$ cat config.mk
export PLATFORM = sky130hd
export DESIGN_NAME = lpm_ctrl
export DESIGN_NICKNAME = d
export VERILOG_FILES = /design/src/logic/lpm_pkg.sv /design/src/logic/lpm_ctrl.sv
export SDC_FILE = /design/constraint.sdc
export NUM_CORES = 1
export LEC_CHECK = 0
export ABC_CLOCK_PERIOD_IN_PS = 2520
export BUFFER_PORTS_ARGS = -buffer_cell sky130_fd_sc_hd__buf_2
export CORE_MARGIN = 2
export CORE_UTILIZATION = 30
export DETAILED_ROUTE_END_ITERATION = 7
export PLACE_DENSITY = 0.5
export SYNTH_ARGS = -nofsm -noshare
export SYNTH_HDL_FRONTEND = slang
export SYNTH_SLANG_ARGS = --single-unit
export TNS_END_PERCENT = 10
$ cat constraint.sdc
create_clock -name clock -period 2.52 [get_ports clock]
set_input_delay 0 -clock clock [delete_from_list [all_inputs] [get_ports clock]]
set_output_delay 0 -clock clock [all_outputs]
set_load 0.02 [all_outputs]
$ cat src/logic/lpm_pkg.sv
// Constants, register map and state codes for the low power mode controller
package lpm_pkg;
    // Register indices; byte address on the bus is four times the index
    localparam logic [7:0] LPM_IDX_WAKE_CSR = 8'h2B;
    localparam logic [7:0] LPM_IDX_WAKE_PRE = 8'h2C;
    localparam logic [7:0] LPM_IDX_MODE_CFG = 8'h2D;
    localparam logic [7:0] LPM_IDX_MODE_STAT = 8'h2E;
    // Field positions of the wake control and status register
    localparam int LPM_CSR_EN = 0;
    localparam int LPM_CSR_MEAS = 1;
    localparam int LPM_CSR_FLAG = 2;
    // Field position of the oscillator interrupt enable in the mode config
    localparam int LPM_CFG_OSCIE = 0;
    // Values after reset, and the forbidden prescaler value
    localparam logic [7:0] LPM_RST_CSR = 8'h00;
    localparam logic [7:0] LPM_RST_PRE = 8'hFF;
    localparam logic [7:0] LPM_RST_CFG = 8'h00;
    localparam logic [7:0] LPM_PRE_FORBIDDEN = 8'h00;
    // Oscillator start-up delays in CPU cycles, one cycle per clock
    localparam int LPM_START_SHORT_CYC = 256;
    localparam int LPM_START_LONG_CYC = 4096;
    localparam logic [12:0] LPM_START_SHORT = 13'(LPM_START_SHORT_CYC);
    localparam logic [12:0] LPM_START_LONG = 13'(LPM_START_LONG_CYC);
    // Fixed divider ahead of the wake prescaler, in RC periods
    localparam int LPM_FIX_DIV = 64;
    localparam logic [5:0] LPM_FIX_LAST = 6'(LPM_FIX_DIV - 1);
    // Interrupt mask value that enables every interrupt
    localparam logic [1:0] LPM_MASK_ALL = 2'h2;

    typedef enum logic [5:0] {
        ST_RUN = 6'h01,
        ST_WAIT = 6'h02,
        ST_HALT = 6'h04,
        ST_AHALT = 6'h08,
        ST_AWHALT = 6'h10,
        ST_START = 6'h20
    } lpm_state_t;
endpackage

$ cat src/logic/lpm_ctrl.sv
// Low power mode sequencer with auto wake prescaler and Avalon-MM registers
//
// The Avalon-MM slave port and the register offsets were left to the implementer.
`timescale 1ns/10ps
// Behaviour
// RL1: Wait stops CPU clock, peripherals keep running
// RL2: Wait forces interrupt mask to 10
// RL3: Wait exits on interrupt or reset, vectoring
// RL4: Halt is plain when both enables clear
// RL5: Halt exit restarts oscillator, waits 256/4096
// RL6: Halt entry forces mask 10; pending wakes
// RL7: Halt stops main oscillator and peripheral clocks
// RL8: Watchdog reset on halt follows option bit
// RL9: Oscillator irq enable selects active halt
// RL10: Active halt keeps only oscillator and RTC
// RL11: Active halt reset exit inserts start-up delay
// RL12: Active halt exits on RTC, wake irq, reset
// RL13: Active halt never causes watchdog reset
// RL14: Wake enable alone selects auto wake halt
// RL15: Auto wake runs RC, fixed divider, prescaler
// RL16: Expiry sets flag, irq, start-up, then service
// RL17: Reading wake status clears flag and irq
// RL18: Measure bit routes RC clock to capture; the code does so in run mode only, not in wait
// RL19: Auto wake exits on irq/reset; mask 10
// RL20: Auto wake watchdog reset follows option bit
// RL21: Service pushes mask, loads priority, pop restores
// RL22: Wake status resets 00h, flag read only
// RL23: Wake delay is 64 times prescaler periods
// RL24: Prescaler resets FFh; 00h write ignored
module lpm_ctrl
    import lpm_pkg::*;
(
    input wire logic clock,
    input wire logic resetn,
    input wire logic [9:0] address,
    input wire logic read,
    input wire logic write,
    input wire logic [31:0] writedata,
    output logic [31:0] readdata,
    output logic waitrequest,
    input wire logic waitInstr,
    input wire logic haltInstr,
    input wire logic anyIrq,
    input wire logic haltWakeIrq,
    input wire logic rtcIrq,
    input wire logic watchdogEnabled,
    input wire logic watchdogInHaltOption,
    input wire logic longStartOption,
    input wire logic [1:0] irqPriority,
    input wire logic ccPop,
    input wire logic wakeRcClock,
    output logic cpuClkEn,
    output logic periphClkEn,
    output logic mainOscEn,
    output logic rtcClkEn,
    output logic rcOscEn,
    output logic timerCaptureInputOne,
    output logic [1:0] ccMask,
    output logic maskLoad,
    output logic ccPush,
    output logic serveIrq,
    output logic fetchResetVec,
    output logic watchdogReset,
    output logic wakeIrq
);
    lpm_state_t state_r, state_nxt;
    logic [7:0] csr_r;
    logic [7:0] pre_r;
    logic [7:0] cfg_r;
    logic [12:0] startCnt_r;
    logic fromReset_r;
    logic [1:0] savedMask_r;
    logic [2:0] rcSync_r;
    logic rcLevel_r;
    logic rcEdge;
    logic [5:0] divCnt_r;
    logic [7:0] preCnt_r;
    logic expire;
    logic accept;
    logic flagClear;
    logic [7:0] regIdx;
    logic startDone;
    logic haltEntry;
    logic wdHit;

    // Word-aligned register index from the byte address
    assign regIdx = address[9:2];
    assign accept = (read || write) && !waitrequest;
    assign flagClear = accept && read && regIdx == LPM_IDX_WAKE_CSR &&
        readdata[LPM_CSR_FLAG];
    assign startDone = startCnt_r == 13'h0001;
    assign haltEntry = state_r == ST_RUN && haltInstr && !wdHit;
    // Plain and auto wake halt reset when option is 0; active halt never
    assign wdHit = haltInstr && watchdogEnabled && !watchdogInHaltOption &&
        !cfg_r[LPM_CFG_OSCIE]; // see RL8 see RL13 see RL20

    // Read data decode, shared by the capture process
    function automatic logic [7:0] reg_read(input logic [7:0] idx);
        unique case (idx)
            LPM_IDX_WAKE_CSR: reg_read = csr_r; // see RL22
            LPM_IDX_WAKE_PRE: reg_read = pre_r;
            LPM_IDX_MODE_CFG: reg_read = cfg_r;
            LPM_IDX_MODE_STAT: reg_read = {2'h0, state_r};
            default: reg_read = 8'h00;
        endcase
    endfunction

    // Bus handshake: one wait cycle, then accept; unmapped reads give zero
    always_ff @(posedge clock) begin
        if (!resetn) begin
            waitrequest <= 1'b1;
            readdata <= 32'h0000_0000;
        end else if (accept) begin
            waitrequest <= 1'b1;
        end else if (read || write) begin
            waitrequest <= 1'b0;
            readdata <= {24'h00_0000, reg_read(regIdx)};
        end
    end

    // Writable registers; flag bit is hardware owned
    always_ff @(posedge clock) begin
        if (!resetn) begin
            csr_r <= LPM_RST_CSR; // see RL22
            pre_r <= LPM_RST_PRE; // see RL24
            cfg_r <= LPM_RST_CFG;
        end else begin
            if (accept && write && regIdx == LPM_IDX_WAKE_CSR) begin
                csr_r[LPM_CSR_EN] <= writedata[LPM_CSR_EN];
                csr_r[LPM_CSR_MEAS] <= writedata[LPM_CSR_MEAS];
            end
            // Forbidden zero leaves the prescaler unchanged
            if (accept && write && regIdx == LPM_IDX_WAKE_PRE &&
                writedata[7:0] != LPM_PRE_FORBIDDEN) begin
                pre_r <= writedata[7:0]; // see RL24
            end
            if (accept && write && regIdx == LPM_IDX_MODE_CFG) begin
                cfg_r[LPM_CFG_OSCIE] <= writedata[LPM_CFG_OSCIE];
            end
            // Only the flag that was actually returned is cleared, so an
            // expiry landing between capture and accept survives
            if (expire) begin
                csr_r[LPM_CSR_FLAG] <= 1'b1; // see RL16
            end else if (flagClear) begin
                csr_r[LPM_CSR_FLAG] <= 1'b0; // see RL17
            end
        end
    end

    // RC clock pin: three stages, level taken when stages two and three agree
    always_ff @(posedge clock) begin
        if (!resetn) begin
            rcSync_r <= 3'h0;
            rcLevel_r <= 1'b0;
        end else begin
            rcSync_r <= {rcSync_r[1:0], wakeRcClock};
            if (rcSync_r[1] == rcSync_r[2]) begin
                rcLevel_r <= rcSync_r[2];
            end
        end
    end
    assign rcEdge = rcSync_r[1] == rcSync_r[2] && rcSync_r[2] && !rcLevel_r;

    // Fixed divide by 64 then prescaler; RC start-up time adds naturally
    // because no edge arrives before the oscillator runs
    assign expire = state_r == ST_AWHALT && rcEdge &&
        divCnt_r == LPM_FIX_LAST && preCnt_r == pre_r - 8'h01; // see RL23
    always_ff @(posedge clock) begin
        if (!resetn) begin
            divCnt_r <= 6'h00;
            preCnt_r <= 8'h00;
        end else if (state_r != ST_AWHALT) begin
            divCnt_r <= 6'h00;
            preCnt_r <= 8'h00;
        end else if (rcEdge) begin
            divCnt_r <= divCnt_r + 6'h01; // see RL15
            if (divCnt_r == LPM_FIX_LAST) begin
                preCnt_r <= expire ? 8'h00 : preCnt_r + 8'h01;
            end
        end
    end

    // Next mode
    always_comb begin
        state_nxt = state_r;
        unique case (state_r)
            ST_RUN: begin
                if (waitInstr) begin
                    state_nxt = ST_WAIT; // see RL1
                end else if (haltEntry) begin
                    if (cfg_r[LPM_CFG_OSCIE]) begin
                        state_nxt = ST_AHALT; // see RL9
                    end else if (csr_r[LPM_CSR_EN]) begin
                        state_nxt = ST_AWHALT; // see RL14
                    end else begin
                        state_nxt = ST_HALT; // see RL4
                    end
                end
            end
            ST_WAIT: begin
                if (anyIrq) begin
                    state_nxt = ST_RUN; // see RL3
                end
            end
            ST_HALT: begin
                if (haltWakeIrq) begin
                    state_nxt = ST_START; // see RL5 see RL6
                end
            end
            ST_AHALT: begin
                // Oscillator kept running, so interrupt exit needs no delay
                if (rtcIrq || haltWakeIrq) begin
                    state_nxt = ST_RUN; // see RL12
                end
            end
            ST_AWHALT: begin
                if (expire || haltWakeIrq) begin
                    state_nxt = ST_START; // see RL16 see RL19
                end
            end
            ST_START: begin
                if (startDone) begin
                    state_nxt = ST_RUN;
                end
            end
        endcase
    end

    // Mode register; reset always passes through the start-up delay
    always_ff @(posedge clock) begin
        if (!resetn) begin
            state_r <= ST_START; // see RL11
        end else begin
            state_r <= state_nxt;
        end
    end

    // Start-up counter, length chosen by the option strap
    always_ff @(posedge clock) begin
        if (!resetn) begin
            startCnt_r <= 13'h0000;
            fromReset_r <= 1'b1;
        end else if (state_r == ST_START) begin
            if (startCnt_r == 13'h0000) begin
                startCnt_r <= longStartOption ? LPM_START_LONG :
                    LPM_START_SHORT; // see RL5 see RL11
            end else if (startDone) begin
                startCnt_r <= 13'h0000;
                fromReset_r <= 1'b0;
            end else begin
                startCnt_r <= startCnt_r - 13'h0001;
            end
        end
    end

    // Resume strobes to the core
    always_ff @(posedge clock) begin
        if (!resetn) begin
            serveIrq <= 1'b0;
            fetchResetVec <= 1'b0;
            watchdogReset <= 1'b0;
        end else begin
            serveIrq <= state_nxt == ST_RUN && state_r != ST_RUN &&
                !(state_r == ST_START && fromReset_r); // see RL3
            fetchResetVec <= state_r == ST_START && startDone &&
                fromReset_r; // see RL5
            watchdogReset <= state_r == ST_RUN && wdHit; // see RL8
        end
    end

    // Interrupt mask handling around sleep and service
    always_ff @(posedge clock) begin
        if (!resetn) begin
            ccMask <= LPM_MASK_ALL;
            savedMask_r <= LPM_MASK_ALL;
            maskLoad <= 1'b0;
            ccPush <= 1'b0;
        end else begin
            maskLoad <= 1'b0;
            ccPush <= 1'b0;
            if (state_r == ST_RUN && state_nxt != ST_RUN) begin
                ccMask <= LPM_MASK_ALL; // see RL2 see RL6 see RL19
                maskLoad <= 1'b1;
            end else if (state_r != ST_RUN && state_nxt == ST_RUN &&
                !(state_r == ST_START && fromReset_r)) begin
                savedMask_r <= ccMask; // see RL21
                ccMask <= irqPriority;
                maskLoad <= 1'b1;
                ccPush <= 1'b1;
            end else if (ccPop) begin
                ccMask <= savedMask_r; // see RL21
                maskLoad <= 1'b1;
            end
        end
    end

    // Clock gating; only the next-mode decode state_nxt feeds these flops
    always_ff @(posedge clock) begin
        if (!resetn) begin
            cpuClkEn <= 1'b0;
            periphClkEn <= 1'b0;
            mainOscEn <= 1'b1;
            rtcClkEn <= 1'b0;
        end else begin
            cpuClkEn <= state_nxt == ST_RUN; // see RL1
            periphClkEn <= state_nxt == ST_RUN ||
                state_nxt == ST_WAIT; // see RL7 see RL10
            mainOscEn <= state_nxt != ST_HALT &&
                state_nxt != ST_AWHALT; // see RL7
            rtcClkEn <= state_nxt == ST_RUN || state_nxt == ST_WAIT ||
                state_nxt == ST_AHALT; // see RL10
        end
    end

    // RC oscillator, measurement route and wake request
    always_ff @(posedge clock) begin
        if (!resetn) begin
            rcOscEn <= 1'b0;
            timerCaptureInputOne <= 1'b0;
            wakeIrq <= 1'b0;
        end else begin
            rcOscEn <= state_nxt == ST_AWHALT || (state_nxt == ST_RUN &&
                csr_r[LPM_CSR_MEAS]); // see RL15 see RL18
            timerCaptureInputOne <= state_r == ST_RUN &&
                csr_r[LPM_CSR_MEAS] && rcLevel_r; // see RL18
            wakeIrq <= expire || (csr_r[LPM_CSR_FLAG] &&
                !flagClear); // see RL16 see RL17
        end
    end
endmodule

# After elaboration in Yosys (flattened, before gate mapping)
# Index checks and enable logic that the tools add are counted.
[op_classes]
eq_ne = 23
n_reduce_logical = 56
n_addsub = 4
bitwise_logic = 4
n_mux = 23
[ops]
columns = ["op", "count"]
rows = [
  ["6-bit two-way mux", 7],
  ["13-bit two-way mux", 3],
  ["6-bit one-hot mux with 6 select lines", 1],
  ["8-bit by 6-bit == test with 1-bit output, second input constant", 4],
  ["8-bit one-hot mux with 4 select lines", 1],
  ["1-bit logical AND", 31],
  ["13-bit by 1-bit == test with 1-bit output, second input constant", 1],
  ["13-bit zero test", 1],
  ["13-bit by 1-bit subtractor with 13-bit output, second input constant", 1],
  ["6-bit by 1-bit == test with 1-bit output, second input constant", 2],
  ["6-bit by 2-bit == test with 1-bit output, second input constant", 2],
  ["6-bit by 4-bit == test with 1-bit output, second input constant", 2],
  ["6-bit by 5-bit == test with 1-bit output, second input constant", 2],
  ["6-bit == test, second input constant", 2],
  ["6-bit by 1-bit != test with 1-bit output, second input constant", 2],
  ["6-bit by 5-bit != test with 1-bit output, second input constant", 2],
  ["5-bit two-way mux", 2],
  ["8-bit by 1-bit adder with 8-bit output, second input constant", 1],
  ["8-bit == test", 1],
  ["8-bit two-way mux", 1],
  ["8-bit nonzero test", 1],
  ["8-bit by 1-bit subtractor with 8-bit output, second input constant", 1],
  ["1-bit zero test", 7],
  ["1-bit logical OR", 7],
  ["11 further kinds", 25],
]
[totals]
wordCells = 137
regBits = 75

# Depth between registers and ports, before layout
[logic_depth]
ltp_word = 14
ltp_mapped = 10

# Least setup slack after synthesis
# No wires, ideal clock.
[synth_path]
path_type = "flip-flop to flip-flop"
start = "register state_r[0]"
end = "register mainOscEn"
path_buffers = 2
setup_time_ns = 0.127
slack_ns = 0.043
arrival_ns = 2.350
path_stages_with_launch = 9
path_cell_list = "dfxtp_1 > buf_6 > or4_4 > or3b_1 > buf_6 > nand4_4 > o31ai_2 > or3_1 > or3_1"
[synth_via]
elab_chain_len = 9
word_cells_on_any_way = 23
cone_classes = "eq/ne: 8; mux: 8; reduce/logical: 7"
[synth_lines]
columns = ["item", "line_no", "rtl"]
rows = [
  ["start, declared", "lpm_ctrl.sv:66", "lpm_state_t state_r, state_nxt;"],
  ["start signal, assigned", "lpm_ctrl.sv:234", "state_r <= state_nxt;"],
  ["6-bit by 5-bit == test with 1-bit output", "lpm_ctrl.sv:166, lpm_ctrl.sv:186", ""],
  ["1-bit logical AND (2 in a row)", "lpm_ctrl.sv:166", "assign expire = state_r == ST_AWHALT && rcEdge &&"],
  ["1-bit logical AND", "lpm_ctrl.sv:167", "divCnt_r == LPM_FIX_LAST && preCnt_r == pre_r - 8'h01;"],
  ["1-bit logical OR", "lpm_ctrl.sv:217", "if (expire || haltWakeIrq) begin"],
  ["6-bit two-way mux", "lpm_ctrl.sv:217", ""],
  ["6-bit one-hot mux with 6 select lines *", "lpm_ctrl.sv:186", "unique case (state_r)"],
  ["6-bit by 3-bit != test with 1-bit output or 6-bit by 5-bit != test with 1-bit output (tied branches)", "lpm_ctrl.sv:308, lpm_ctrl.sv:309", ""],
  ["1-bit logical AND *", "lpm_ctrl.sv:308", "mainOscEn <= state_nxt != ST_HALT &&"],
  ["end signal, assigned", "lpm_ctrl.sv:308", ""],
  ["end, declared", "lpm_ctrl.sv:54", "output logic mainOscEn,"],
]
# Mark *: on every way between the ends. The rest lies on a longest branch, timed or not.
# A chain may end at the register's enable or synchronous reset.

# Final worst setup path
[layout_path]
start = "register state_r[0]"
end = "register startCnt_r[12]"
[layout_via]
elab_chain_len = 1
[layout_lines]
columns = ["item", "line_no", "rtl"]
rows = [
  ["6-bit == test", "lpm_ctrl.sv:243", "end else if (state_r == ST_START) begin"],
  ["end signal, assigned", "lpm_ctrl.sv:245", "startCnt_r <= longStartOption ? LPM_START_LONG :"],
  ["end signal, assigned", "lpm_ctrl.sv:251", "startCnt_r <= startCnt_r - 13'h0001;"],
  ["end, declared", "lpm_ctrl.sv:70", "logic [12:0] startCnt_r;"],
]
# Every way passes these cells.

==> summary.txt <==
STA
  • Setup tns final: 0 ps
  • FMAX: between 400 and 500 MHz
  • Post-route worst setup slack: roughly 110 ps
  • # setup viols final: 0
  • RSZ-0062 raised after global routing: yes
  • Max-Slew Margin vs Limit: 50.0%
  • Share of the clock period used by the worst path: a little over nine tenths
  • Slew Limit Fails: 0
  • Worst-case clock skew: ~8.7 ps
  • Hold Vio Cnt, Final: 0
  • Measured slew at the worst slew-check pin: between 700 and 800 ps
  • Minimum clock period: about 2400 ps

Clocking
  • H-Tree Depth: 3
  • Post-CTS Setup Bufs: 0
  • Total CTS buffers: 9
  • CTS Buffer Depth: 2
  • CTS tree: done
  • Root Buffer: clkbuf_16
  • Clk_lat worst skew: about 340 ps
  • Clock sinks: 75
  • CTS clock-pin slew for the worst setup and hold paths: 60 ps

Route
  • Remaining antenna violation count after routing: 0
  • Vias per std cell: roughly 4.7
  • Post-Route WL: slightly below 10000 um
  • Initial DRC count: 140
  • Residual DRC: 0
  • DRT Pass-1 Iters: 4
  • Detailed-route via count: 3405
  • WL per Instance: 13.7 um

Power
  • Sequential Power Share: 32.0%
  • Combinational fraction of design power: ~39%
  • Internal: 2880 uW
  • Sw Ratio: 35.8%
  • Clock power share: 29.5%
  • VDD IR max: 0.338 mV
  • P_leak: roughly 0.0021 uW
  • PwrDens: about 900 nW/um2
  • NetSw: about 1600 uW

Placed design
  • Gp weighted congestion: slightly above 0.8
  • PortBufs: 54
  • DP Worst Slack: 9.79 ps
  • Post-placement cell area: between 4000 and 5000 um2
  • HPWL Detailed: between 7000 and 8000 um

Critical path
  • CP Max Fanout: 4
  • Setup CP Type: reg -> reg
  • CP Capture Type: flop
  • Worst Path Required: between 2000 and 3000 ps
  • CP arrival: ~2700 ps
  • Critical path startpoint category: flop

Final layout
  • Area growth from synthesis to layout: 26.4%
  • Layout Nets: approximately 610
  • Diodes inserted: 0
  • Layout cells sized above 1: between 20% and 30%
  • Final instance area: around 5000 um2

Die
  • Starting Density: 31.0%
  • Io pins: 105
  • DIE WIDTH: ~120 um
  • Height of the die: 119 um
  • Site Rows: 41
  • Die footprint: approximately 14000 um2
  • Core area: roughly 13000 um2

Synth
  • Cell taking the most area after synthesis: dfxtp_1
  • Synthesized area per cell: ~9 um2
  • Ranking of synthesized cells by area: dfxtp_1 38%, mux2i_1 5.8%, buf_4 4.6%, nand2_1 4.1%, xor2_1 3.5%
  • FFs w/ async S/R, synth: 0%
  • EDFF count, synth: 0
  • Commonest cells post-synth: 75 x dfxtp_1, 43 x nand2_1, 32 x nor2_1
  • Commonest register cell after synthesis: dfxtp_1
  • Most frequent cell after synthesis: dfxtp_1
  • Sequential share of the synthesized area: 38.0%
  • Cells after Synth: 449
  • Yosys warns: 0
  • Distinct cells, synth: 60
  • Seq cells post-synth: 75
  • Synth Cell Area: about 4000 um2
  • Post-synth top area share: a little under two fifths

Worst hold path
  • Type of the tightest min-delay check: in -> reg

Global routing
  • Initial antenna violation count: 0
  • Gr usage total: 14.3%
  • GR Util met1: roughly 20%
  • GR Overflow Total: 0
  • First-pass GRT wire length: between 15000 and 20000 um
  • Met2 Use GR: between 20 and 25%
  • Pin count of the biggest net entering global routing: 31
  • Vias in the first global route: about 3300
  • Routing usage on met3: 2.08%
  • Most Crowded Layer GR: met2

Run
  • Max_cap viols: 0

Status
  • Status: completed
[worst max-delay path, stage by stage (launching register included)]
cell     delay, ps
dfxtp_1        310
or4_4          570
or3b_4         440
buf_4          150
or4_1          480
nor3b_1        210
a21oi_1         60
nor2b_1        110
[cell type report]
type | count | area (um2)
Tap cell | 172 | 215
Clock inverter | 7 | 83.8
Fill cell | 1317 | 7730
Multi-Input combinational cell | 346 | 2270
Inverter | 10 | 37.5
Timing Repair Buffer | 101 | 656
Sequential cell | 75 | 1500
Clock buffer | 9 | 225
[power by group through the flow]
stage | Sequential, uW | Clock (uW) | Combinational, uW
2_1_floorplan | 1450 | 0 | 1150
3_3_place_gp | 1460 | 0 | 1650
3_5_place_dp | 1460 | 0 | 1680
4_1_cts | 1430 | 1360 | 1710
5_1_grt | 1460 | 1410 | 1930
6_report | 1440 | 1320 | 1730
[layout by cell type (no fill, tap or decap), types with 4 or more instances in the layout]
master / n
clkbuf_16: 9
buf_2: 54
nand2_1: 43
nor3b_1: 7
dlygate4sd3_1: 13
ha_1: 6
dfxtp_1: 75
and3_1: 6
nand4_1: 6
nor2_1: 31
o21ai_0: 16
xor2_1: 16
nor4_1: 9
mux2i_1: 23
conb_1: 24
nand2b_1: 5
buf_4: 34
and2_1: 10
nor2b_1: 20
a21boi_0: 6
nand3_1: 10
xnor2_1: 10
nand3b_1: 5
inv_1: 10
a21oi_1: 17
o211ai_1: 5
o211a_1: 4
or3_1: 8
nor3_1: 11
[layer usage]
layer	up-vias	routed length [um]
li1	1726	-
met1	1588	4940
met2	78	4420
met3	13	294
met4	0	179
met5	-	0
[metrics by stage]
step,std cells,utilization (%),power (uW),hold WS (ps)
CTS,720,39.0,4500,8.23
finish,720,39.3,4500,17.3
floorplan,472,-,2600,125
detailed placement,691,35.5,3140,230
global placement,691,35.5,3110,231
global route,720,39.3,4810,51.8
[registers in the layout (all words and copies together) (netlist names), 2 cells and up]
register and flops:
state_r 6, readdata 8, ccMask 2, startCnt_r 13, rcSync_r 3, csr_r 3, divCnt_r 6, preCnt_r 8
pre_r 8, savedMask_r 2
[timing repair]
| item | 4_1_cts | 5_1_grt |
|---|---|---|
| gates resized for setup | 1 | 9 |
| hold buffers | 13 | 0 |
| endpoints found under the setup margin | 1 | 7 |
| endpoints found under the hold margin | 14 | 0 |
[cells by family after synthesis]
logic type                 Yosys count  share of synthesized area (%)
buffers and inverters               51                           7.57
other                                1                         0.0949
DFF                                 75                           38.0
and+or+nand+nor                    197                           28.2
adders and majority gates            6                           1.90
xor gates and xnor gates            26                           5.76
muxes                               24                           6.11
AOI/OAI and AO/OA                   69                           12.4
[final timing paths]
kind / from / to / depth (start not counted) / slack (ps)
max: state_r[0] / startCnt_r[12] / 7 / 110
min: write / waitrequest / 3 / 20
max reg2reg: state_r[0] / startCnt_r[12] / 7 / 110
min reg2reg: rcSync_r[0] / rcSync_r[1] / 1 / 430
Note: power is estimated with default switching activity, not from simulation.
